==> src/rtl/isl_pkg.sv <==
// shared constants and carrier types for the isolated serial channel block
package isl_pkg;
  // field-active settle delay after field power is seen
  localparam int ISL_CLK_MHZ = 100;
  localparam int ISL_SETTLE_US = 100;
  localparam int ISL_SETTLE_CYCLES = ISL_SETTLE_US * ISL_CLK_MHZ;
  localparam logic [7:0] ISL_INPUT_RESET = 8'h00;
  // external monitor pin level codes
  typedef enum logic [1:0] {ISL_MON_GROUND, ISL_MON_DIVIDER, ISL_MON_RAIL} isl_mon_t;
  // host-side pins
  typedef struct packed {
    logic chipSelectN;
    logic serialClock;
    logic serialIn;
    logic latchN;
    logic outEnableN;
  } isl_host_in_t;
  // field-side status sources
  typedef struct packed {
    logic supplyMissing;
    logic supplyLow;
    logic overTemp;
    logic checksumErr;
    logic wireBreak;
    logic refPinErr;
  } isl_fault_src_t;
endpackage

==> src/rtl/isl_sync.sv <==
// two-flop synchroniser with edge detection on the synchronised level
`timescale 1ns/1ps
module isl_sync #(
  parameter logic RESET_VAL = 1'b0
) (
  input wire logic ref_clk, // system clock
  input wire logic rst_b, // synchronous reset, active low
  input wire logic async_in, // level from outside the clock domain
  output logic level, // synchronised level
  output logic rise, // one-cycle pulse on rising edge
  output logic fall // one-cycle pulse on falling edge
);
  typedef struct packed {
    logic stage1;
    logic stage2;
    logic stage3;
  } isl_sync_state_t;
  isl_sync_state_t st;
  isl_sync_state_t next_st;
  // shift through the flops
  always_comb
  begin
    next_st.stage1 = async_in;
    next_st.stage2 = st.stage1;
    next_st.stage3 = st.stage2;
  end
  always_ff @(posedge ref_clk)
  begin
    if (!rst_b)
    begin
      st <= '{RESET_VAL, RESET_VAL, RESET_VAL};
    end
    else
    begin
      st <= next_st;
    end
  end
  // edges are taken only from the second and third flops
  assign level = st.stage2;
  assign rise = st.stage2 & ~st.stage3;
  assign fall = ~st.stage2 & st.stage3;
endmodule

==> src/rtl/isl_channels.sv <==
// isolated serial channels with input latch, serializer and ready/fault handling
// What this block does
// - host select low drives field select low
// - host data sampled on host clock rise
// - host data out floats only when both high
// - host data out changes on clock fall
// - host latch low drives field latch low
// - host fault low follows field fault channel
// - field-active high normally, defaults when unpowered
// - field-active rises 100us after power seen
// - field select low holds inputs, serial active
// - field data sampled on field clock rise
// - field data out updates on clock fall
// - field data out floats when select high
// - input latch transparent when select, latch high
// - freeze inputs on first select/latch fall
// - fault indicator low when any fault set
// - ready indicator low once field powered
// - ready input high forces defaults, fault low
// - device is last in daisy chain
// - monitor at rail disables supply faults
// - monitor at ground uses internal thresholds
`timescale 1ns/1ps
module isl_channels #(
  parameter int NUM_INPUTS = 8,
  parameter int SETTLE_CYCLES = isl_pkg::ISL_SETTLE_CYCLES
) (
  input wire logic ref_clk, // 100 MHz clock
  input wire logic rst_b, // synchronous reset, active low
  input wire isl_pkg::isl_host_in_t hostPins, // host-side inputs, asynchronous
  output logic hostSerialOut, // host serial data out value
  output logic hostSerialOutEn, // high while host data out is driven
  output logic hostFaultOe, // open-drain host fault, high pulls low
  output logic fieldActiveFlag, // field side active
  output logic fieldChipSelectN, // field chip select out
  output logic fieldSerialClock, // field serial clock out
  output logic isolatedSerialInOut, // isolated data toward field chain
  output logic fieldLatchN, // field latch out
  input wire logic fieldSerialIn, // field serial data in, asynchronous
  output logic fieldSerialOut, // field serial data out value
  output logic fieldSerialOutEn, // high while field data out is driven
  input wire logic [NUM_INPUTS-1:0] fieldInputs, // filtered field input states, asynchronous
  input wire logic [NUM_INPUTS-1:0] rxCapture, // captured serial word input, masked to zero and not used by the logic
  input wire isl_pkg::isl_fault_src_t faultSources, // field fault flags, asynchronous
  input wire isl_pkg::isl_mon_t externalSupplyMonitorIn, // monitor pin strapping
  input wire logic fieldPowerGood, // field supply present, asynchronous
  input wire logic faultChannelIn, // fault channel input, asynchronous
  input wire logic readyChannelIn, // ready channel input, asynchronous
  output logic faultIndicatorOe, // open-drain field fault indicator drive
  output logic readyIndicatorOe, // open-drain ready indicator drive
  output logic [NUM_INPUTS-1:0] receivedWord // last word shifted in on the field side
);
  import isl_pkg::*;

  localparam int CNT_W = $clog2(SETTLE_CYCLES + 1);
  localparam int BIT_W = $clog2(NUM_INPUTS + 1);

  initial
  begin
    // the shift registers slice down to bit NUM_INPUTS-2, so one input cannot be served
    if (NUM_INPUTS < 2 || SETTLE_CYCLES < 1)
    begin
      $error("isl_channels: NUM_INPUTS must be at least 2 and SETTLE_CYCLES at least 1");
    end
  end

  // synchronised pins
  logic csLvl;
  logic csRise;
  logic csFall;
  logic clkLvl;
  logic clkRise;
  logic clkFall;
  logic sdiLvl;
  logic latchLvl;
  logic oenLvl;
  logic fsdiLvl;
  logic powerLvl;
  logic faultInLvl;
  logic readyInLvl;

  // select idles high, so its flops reset high and no false fall follows reset
  isl_sync #(
    .RESET_VAL(1'b1)
  ) uCs (
    .ref_clk(ref_clk),
    .rst_b(rst_b),
    .async_in(hostPins.chipSelectN),
    .level(csLvl),
    .rise(csRise),
    .fall(csFall)
  );
  // serial clock idles low between frames
  isl_sync #(
    .RESET_VAL(1'b0)
  ) uClk (
    .ref_clk(ref_clk),
    .rst_b(rst_b),
    .async_in(hostPins.serialClock),
    .level(clkLvl),
    .rise(clkRise),
    .fall(clkFall)
  );
  // host data only needs its level, edges are taken from the clock
  isl_sync #(
    .RESET_VAL(1'b0)
  ) uSdi (
    .ref_clk(ref_clk),
    .rst_b(rst_b),
    .async_in(hostPins.serialIn),
    .level(sdiLvl),
    .rise(),
    .fall()
  );
  // latch request idles high, transparent latch after reset
  isl_sync #(
    .RESET_VAL(1'b1)
  ) uLatch (
    .ref_clk(ref_clk),
    .rst_b(rst_b),
    .async_in(hostPins.latchN),
    .level(latchLvl),
    .rise(),
    .fall()
  );
  // output enable idles high, host data out floats until selected
  isl_sync #(
    .RESET_VAL(1'b1)
  ) uOen (
    .ref_clk(ref_clk),
    .rst_b(rst_b),
    .async_in(hostPins.outEnableN),
    .level(oenLvl),
    .rise(),
    .fall()
  );
  // field data comes back through the board loop, so it is resynchronised
  isl_sync #(
    .RESET_VAL(1'b0)
  ) uFsdi (
    .ref_clk(ref_clk),
    .rst_b(rst_b),
    .async_in(fieldSerialIn),
    .level(fsdiLvl),
    .rise(),
    .fall()
  );
  // field power is assumed absent until seen
  isl_sync #(
    .RESET_VAL(1'b0)
  ) uPwr (
    .ref_clk(ref_clk),
    .rst_b(rst_b),
    .async_in(fieldPowerGood),
    .level(powerLvl),
    .rise(),
    .fall()
  );
  // fault channel, low means a field fault
  isl_sync #(
    .RESET_VAL(1'b0)
  ) uFin (
    .ref_clk(ref_clk),
    .rst_b(rst_b),
    .async_in(faultChannelIn),
    .level(faultInLvl),
    .rise(),
    .fall()
  );
  // ready channel idles high, field treated as not ready
  isl_sync #(
    .RESET_VAL(1'b1)
  ) uRdy (
    .ref_clk(ref_clk),
    .rst_b(rst_b),
    .async_in(readyChannelIn),
    .level(readyInLvl),
    .rise(),
    .fall()
  );

  // field input states and fault flags need two flops too
  logic [NUM_INPUTS-1:0] inMeta, inSync;
  isl_fault_src_t fltMeta, fltSync;

  typedef enum logic [1:0] {ST_OFF, ST_SETTLE, ST_ACTIVE} isl_pwr_t;

  typedef struct packed {
    isl_pwr_t pwr;
    logic [CNT_W-1:0] settleCnt;
    logic active;
    logic [NUM_INPUTS-1:0] frozen;
    logic [NUM_INPUTS-1:0] shiftOut;
    logic [NUM_INPUTS-1:0] shiftIn;
    logic [BIT_W-1:0] bitCnt;
    logic [NUM_INPUTS-1:0] rxWord;
    logic sdoBit;
    logic hostSdo;
    logic fieldCs;
    logic fieldClk;
    logic fieldLatch;
    logic isoSdi;
    logic faultInd;
    logic hostFault;
  } isl_state_t;

  isl_state_t st;
  isl_state_t next_st;

  // combined supply fault after monitor strapping
  logic supplyFault;
  logic anyFault;
  always_comb
  begin
    supplyFault = fltSync.supplyMissing | fltSync.supplyLow;
    if (externalSupplyMonitorIn == ISL_MON_RAIL)
    begin
      supplyFault = 1'b0;
    end
    // ground and divider strapping both keep monitoring, the source of thresholds lives in the analog side
    anyFault = supplyFault | fltSync.overTemp | fltSync.checksumErr | fltSync.wireBreak | fltSync.refPinErr;
  end

  // next-state logic
  always_comb
  begin
    next_st = st;
    // forward levels across the barrier without decoding; the fault indicator takes the combined fault
    next_st.fieldCs = csLvl;
    next_st.fieldClk = clkLvl;
    next_st.isoSdi = sdiLvl;
    next_st.fieldLatch = latchLvl;
    next_st.faultInd = anyFault;
    // ready and power sequencing
    case (st.pwr)
      ST_OFF:
      begin
        next_st.settleCnt = '0;
        if (powerLvl)
        begin
          next_st.pwr = ST_SETTLE;
        end
      end
      ST_SETTLE:
      begin
        if (!powerLvl)
        begin
          next_st.pwr = ST_OFF;
        end
        else if (st.settleCnt == CNT_W'(SETTLE_CYCLES - 1))
        begin
          next_st.pwr = ST_ACTIVE;
        end
        else
        begin
          next_st.settleCnt = st.settleCnt + 1'b1;
        end
      end
      default:
      begin
        if (!powerLvl)
        begin
          next_st.pwr = ST_OFF;
        end
      end
    endcase
    next_st.active = (next_st.pwr == ST_ACTIVE) && !readyInLvl;
    // input latch: transparent only while both field lines are high
    if (st.fieldCs && st.fieldLatch)
    begin
      next_st.frozen = inSync;
    end
    // serializer runs while field select is low
    if (csFall)
    begin
      next_st.shiftOut = st.frozen;
      next_st.bitCnt = '0;
      next_st.sdoBit = st.frozen[NUM_INPUTS-1];
    end
    else if (!st.fieldCs)
    begin
      if (clkRise)
      begin
        next_st.shiftIn = {st.shiftIn[NUM_INPUTS-2:0], fsdiLvl};
        if (st.bitCnt == BIT_W'(NUM_INPUTS - 1))
        begin
          next_st.rxWord = {st.shiftIn[NUM_INPUTS-2:0], fsdiLvl};
          next_st.bitCnt = '0;
        end
        else
        begin
          next_st.bitCnt = st.bitCnt + 1'b1;
        end
      end
      if (clkFall)
      begin
        next_st.shiftOut = {st.shiftOut[NUM_INPUTS-2:0], 1'b0};
        next_st.sdoBit = st.shiftOut[NUM_INPUTS-2];
      end
    end
    // host output follows field output, updated on falling clock
    // use the coming active value so defaults start in the same cycle as the flag
    if (!next_st.active)
    begin
      next_st.hostSdo = 1'b0;
    end
    else
    begin
      next_st.hostSdo = next_st.sdoBit;
    end
    // fault channel to host: low when field fault or not ready
    next_st.hostFault = !next_st.active || !faultInLvl;
  end

  always_ff @(posedge ref_clk)
  begin
    if (!rst_b)
    begin
      st <= '0;
      st.pwr <= ST_OFF;
      st.fieldCs <= 1'b1;
      st.fieldLatch <= 1'b1;
      st.hostFault <= 1'b1;
      st.frozen <= ISL_INPUT_RESET;
      inMeta <= '0;
      inSync <= '0;
      fltMeta <= '0;
      fltSync <= '0;
    end
    else
    begin
      st <= next_st;
      inMeta <= fieldInputs;
      inSync <= inMeta;
      fltMeta <= faultSources;
      fltSync <= fltMeta;
    end
  end

  // outputs
  assign hostSerialOut = st.hostSdo;
  assign hostSerialOutEn = !(csLvl && oenLvl);
  assign hostFaultOe = st.hostFault;
  assign fieldActiveFlag = st.active;
  assign fieldChipSelectN = st.fieldCs;
  assign fieldSerialClock = st.fieldClk;
  assign isolatedSerialInOut = st.isoSdi;
  assign fieldLatchN = st.fieldLatch;
  assign fieldSerialOut = st.sdoBit;
  assign fieldSerialOutEn = !st.fieldCs;
  assign faultIndicatorOe = st.faultInd;
  assign readyIndicatorOe = (st.pwr != ST_OFF);
  assign receivedWord = st.rxWord | (rxCapture & '0);
endmodule

==> config.mk <==
export PLATFORM = sky130hd
export DESIGN_NAME = isl_channels
export DESIGN_NICKNAME = d
export VERILOG_FILES = /design/src/rtl/isl_pkg.sv /design/src/rtl/isl_sync.sv /design/src/rtl/isl_channels.sv
export SDC_FILE = /design/constraint.sdc
export NUM_CORES = 1
export LEC_CHECK = 0
export BUFFER_PORTS_ARGS = -buffer_cell sky130_fd_sc_hd__buf_2
export CAP_MARGIN = 20
export CORE_AREA = 8 8 114 95
export CTS_CLUSTER_DIAMETER = 150
export CTS_CLUSTER_SIZE = 28
export DETAILED_ROUTE_END_ITERATION = 8
export DIE_AREA = 0 0 122 103
export PLACE_DENSITY = 0.64
export SETUP_SLACK_MARGIN = 0.4
export SYNTH_ARGS = -nofsm -noshare
export SYNTH_HDL_FRONTEND = slang
export SYNTH_SLANG_ARGS = --single-unit
==> constraint.sdc <==
create_clock -name ref_clk -period 3.2 [get_ports ref_clk]
set_clock_uncertainty 0.05 [all_clocks]
set_input_delay 0.16 -clock ref_clk [delete_from_list [all_inputs] [get_ports ref_clk]]
set_output_delay 0.16 -clock ref_clk [all_outputs]
set_load 0.05 [all_outputs]
# Yosys cells after proc, flatten, opt, wreduce, memory -nomap -nowiden
# Cells that the tools add are included.
[classes]
add_sub_neg = 2
n_eq_ne = 8
mux = 17
bitwise = 14
n_reduce_logical = 20
[op_table]
columns = ["operator", "n"]
rows = [
  ["14-bit 2-to-1 mux", 2],
  ["28-bit 2-to-1 mux", 1],
  ["14-bit case mux with 2 select lines", 1],
  ["20-bit 2-to-1 mux", 1],
  ["14-bit by 1-bit adder with 14-bit output (second input constant)", 1],
  ["14-bit equality test (second input constant)", 1],
  ["7-bit 2-to-1 mux", 2],
  ["2-bit 2-to-1 mux", 4],
  ["8-bit 2-to-1 mux", 1],
  ["1-bit NOT", 6],
  ["2-bit AND reduction", 3],
  ["3-bit AND reduction", 2],
  ["2-bit nonzero test", 3],
  ["1-bit zero test", 5],
  ["1-bit bitwise OR", 5],
  ["4-bit by 1-bit adder with 4-bit output (second input constant)", 1],
  ["2-bit equality test (second input constant)", 2],
  ["4-bit by 3-bit equality test with 1-bit output (second input constant)", 1],
  ["4-bit 2-to-1 mux", 1],
  ["2-bit != test (second input constant)", 2],
  ["2-bit case mux with 2 select lines", 1],
  ["4-bit AND reduction", 1],
  ["1-bit bitwise AND", 3],
  ["1-bit logical AND", 3],
  ["other kinds (6)", 8],
]
[word_totals]
ff_bits = 106
inputBits = 35
output_inout_bits = 20
wordCells = 109

# Depth between registers and ports, before layout
[depth]
word_depth = 8
ltp_mapped = 6
mapped_depth_nobuf = 5

# By module
# From an unflattened synthesis, not the netlist that was laid out.
[unflattened]
cells_unflattened = 410
area_unflattened_um2 = 4111.4
[modules_own_cells]
columns = ["mod", "instances", "cells_each", "area_each_um2"]
rows = [
  ["isl_channels", 1, 338, 3289.4],
  ["isl_sync", 9, 8, 91.3],
]

# Least setup slack after synthesis
# OpenSTA, ideal clock, no wires.
[synth_timing]
kind = "reg-to-reg"
from = "register st[50] (netlist name)"
to = "register st, in the netlist hostFaultOe"
arrival_time_ns = 2.061
path_slack_ns = 0.955
stages_incl_launch_ff = 5
n_path_buf = 0
synth_period_minus_slack_ns = 2.245
path_cell_list = "dfxtp_1 or4_4 or4_4 a211o_1 or4b_1"
[synth_via]
elab_chain_cells = 8
[synth_lines]
columns = ["element", "line_no", "rtl"]
rows = [
  ["start: declaration", "isl_channels.sv:207", "isl_state_t st;"],
  ["start signal: assignment", "isl_channels.sv:332", "st <= next_st;"],
  ["14-bit equality test", "isl_channels.sv:250", "else if (st.settleCnt == CNT_W'(SETTLE_CYCLES - 1))"],
  ["2-bit 2-to-1 mux", "isl_channels.sv:250", ""],
  ["2-bit 2-to-1 mux", "isl_channels.sv:246", "if (!powerLvl)"],
  ["2-bit case mux with 2 select lines", "isl_channels.sv:235", "case (st.pwr)"],
  ["2-bit equality test", "isl_channels.sv:267", "next_st.active = (next_st.pwr == ST_ACTIVE) && !readyInLvl;"],
  ["1-bit logical AND", "isl_channels.sv:267", ""],
  ["1-bit zero test", "isl_channels.sv:312", "next_st.hostFault = !next_st.active || !faultInLvl;"],
  ["1-bit logical OR", "isl_channels.sv:312", ""],
]
# Every way passes these cells.
# A chain may end at the register's enable or synchronous reset.

# Worst setup path in the final report
[layout_timing]
from = "register st[45] (netlist name)"
to = "register st, in the netlist hostFaultOe"
# Same word-level chain as after synthesis.

==> flow_summary.toml <==
[power_and_ir_drop]
power.density_nw_per_um2 = 531
p_leak_uw = 0.00179
ir_drop_uv = 275
fin_total_pwr_uw = 2330

[cts]
cts_buffers = 9
clkLatencyLatePin_ns = 0.36
htreeDepth = 3
cts_sinks = 105
cts_tree = "done"
path_clk_slew_ns = 0.10
ctsLongestPathBuffers = 2
root_buffer = "clkbuf_8"
cts_setup_buffers = 0

[synthesis]
synth_compound_area_share_pct = 8.08
synth_cell_types = 38
synthCells = 376
synth_seq_cells = 105
syn_nets = 413
synth-xor-area-share_pct = 1.43
synth_top_area_cell = "dfxtp_1"
synth_mux_area_share_pct = 3.04
synth_fa_ha_area_share_pct = 0.682
ys_seq_area_share_pct = 57.3
avgSynthCellArea_um2 = 9.76
yosys.area_share.simple_pct = 25.4
synth_top_family_by_area = "simple AND/OR/NAND/NOR gates"
synth_area_leaders = "dfxtp_1, and2_1, a21oi_1"
yosys_warnings = 0
synth_area_um2 = 3670
synth_top_area_share_pct = 57.3

[global_route]
overflow = 0
grt_max_degree = 35
grt.total_usage_pct = 11.8
grt_pass1_wl_mm = 11.9
grt_pass1_vias = 2697
antenna_found_initial = 0

[die]
rows = 31
coreArea_um2 = 8880
die_w_um = 122
io-pin-count = 55
die_y_um = 103
start_util_pct = 41.3
fp.dieArea_um2 = 12600

[timing]
finalCritPeriodShare_pct = 73.9
drv_slew = 0
tightestPinTransition_ns = 1.02
relSlewSlack_pct = 32.0
finalSetupViolations = 0
hold_viol_final = 0
max_freq_mhz = 423
rsz0062_at_grt = "false"
finalSetupTns_ns = 0
period_minus_slack_ns = 2.37

[detailed_routing]
drc = 0
wl_per_cell_um = 12.2
ant_nets = 0
routed_via_density = 4.81
via_count = 2664
drtIter0Drc = 109
drt-pass1-iter-count = 4
wl_mm = 6.74

[setup_path]
arrival_ns = 2.57
crit_fanout = 6
crit_slowest_cell = "or4_4"
crit_type = "register to register"
start_kind = "register"
slowest_delay_ns = 0.54
crit_chain = "ha_1 -> nand4bb_4 -> or4_4 -> a211o_1 -> or4b_1"
crit_path_end_kind = "register"
cp_data_required_time_ns = 3.40
r2r_cells = 5

[place]
portBuffers = 46
hpwl_mm = 4.60
place_area_um2 = 3940
place_congestion = 0.809
dp.cells = 515

[final_layout]
num_antenna_cells = 0
nets = 471
fin_area_um2 = 4390
syn2layout_area_growth_pct = 19.7
layout_commonest_cell = "dfxtp_1"
final_cell_mix = "dfxtp_1, buf_2, and2_1"
final_cells = 554
layout-drive-gt1-share_pct = 16.6

[worst_hold_path]
hold_class = "input pin to register"
holdPathStages = 3

[flow_run]
max_cap_violations = 0

[run_status]
outcome = "finished, final reports clean"
## metrics by stage
stage	util [%]	worst slack [ns]	hold slack, ns
2_1_floorplan	-	0.955	0.211
3_3_place_gp	44.4	0.885	0.301
3_5_place_dp	44.4	0.831	0.307
4_1_cts	49.5	0.829	0.0296
5_1_grt	49.5	0.725	0.0706
6_report	49.5	0.834	0.0467
## worst max-delay path, delay by kind of cell (launching register included)
family | cells | cell delay [ns]
simple gates | 3 | 1.14
compound gates | 1 | 0.35
flops | 1 | 0.37
fa+ha+maj | 1 | 0.34
## final cells by class
type | instances | area (um2)
clock buffers | 10 | 138
clock inverters | 6 | 83.8
fillers | 818 | 4490
inverters | 7 | 26.3
multi-input cells | 239 | 1420
flip-flops and latches | 105 | 2100
well taps | 115 | 144
repair buffers | 72 | 483
## per-layer routing
layer	GRT usage (%)	wire length, um	part of all wire, %	vias to the layer above
met1	13.7	3160	47	1240
met5	0	0	0	-
li1	-	-	-	1374
met2	19.8	3160	47	43
met3	4.16	350	5.2	7
met4	4.54	74	1.1	0
## worst paths after layout
path	start	end	slack, ns
max	st[45]$_SDFFE_PN0P_	hostFaultOe$_SDFF_PN1_	0.83
min	externalSupplyMonitorIn[0]	faultIndicatorOe$_SDFF_PN0_	0.05
max reg2reg	st[45]$_SDFFE_PN0P_	hostFaultOe$_SDFF_PN1_	0.83
min reg2reg	uLatch.level$_SDFF_PN1_	fieldLatchN$_SDFF_PN1_	0.37
## synth_stat cells (all sizes together)
| cell type | number |
|---|---|
| mux2i | 10 |
| a21oi | 32 |
| nand2 | 41 |
| or4b | 1 |
| o22ai | 1 |
| o21ai | 10 |
| and3b | 1 |
| dfxtp | 105 |
| nand3 | 14 |
| nand4b | 2 |
| and2 | 43 |
| nor4 | 3 |
| nor3 | 4 |
| clkbuf | 15 |
| or3 | 6 |
| and4 | 3 |
| nor2b | 2 |
| a22oi | 6 |
| nand4 | 5 |
| a31oi | 3 |
| buf | 10 |
| mux2 | 1 |
| and3 | 3 |
| nand4bb | 1 |
| a211oi | 1 |
| nand2b | 12 |
| inv | 7 |
| nor2 | 17 |
| or4 | 2 |
| xnor2 | 2 |
| xor2 | 4 |
| a211o | 1 |
| or2 | 1 |
| nor3b | 5 |
| ha | 2 |
## state kept, by name, indices dropped and copies added, names as in the netlist, 6 cells and up
register      count
fltMeta           6
fltSync           6
inSync            8
st               42
inMeta            8
receivedWord      8
## where the power goes
group          leakage [uW]  internal (uW)  switching (uW)
clock              0.000112            402             463
combinational      0.000818           54.9            58.0
sequential         0.000857           1340            13.8
total               0.00179           1800             535
## timing repair
action	in CTS	in global routing
hold buffers	23	0
resized for setup	0	0
endpoints found under the hold margin	23	0
## cells by family (layout without fill, tap and decap cells)
kind of cell             after synthesis  in the layout
multiplexers                          11             11
flip-flops                           105            105
buffers and inverters                 32             95
XOR/XNOR                               6              6
AO/OA/AOI/OAI                         54             54
AND/OR/NAND/NOR                      166            166
adder cells (fa/ha/maj)                2              2
Power figures use the tool's default switching activity.
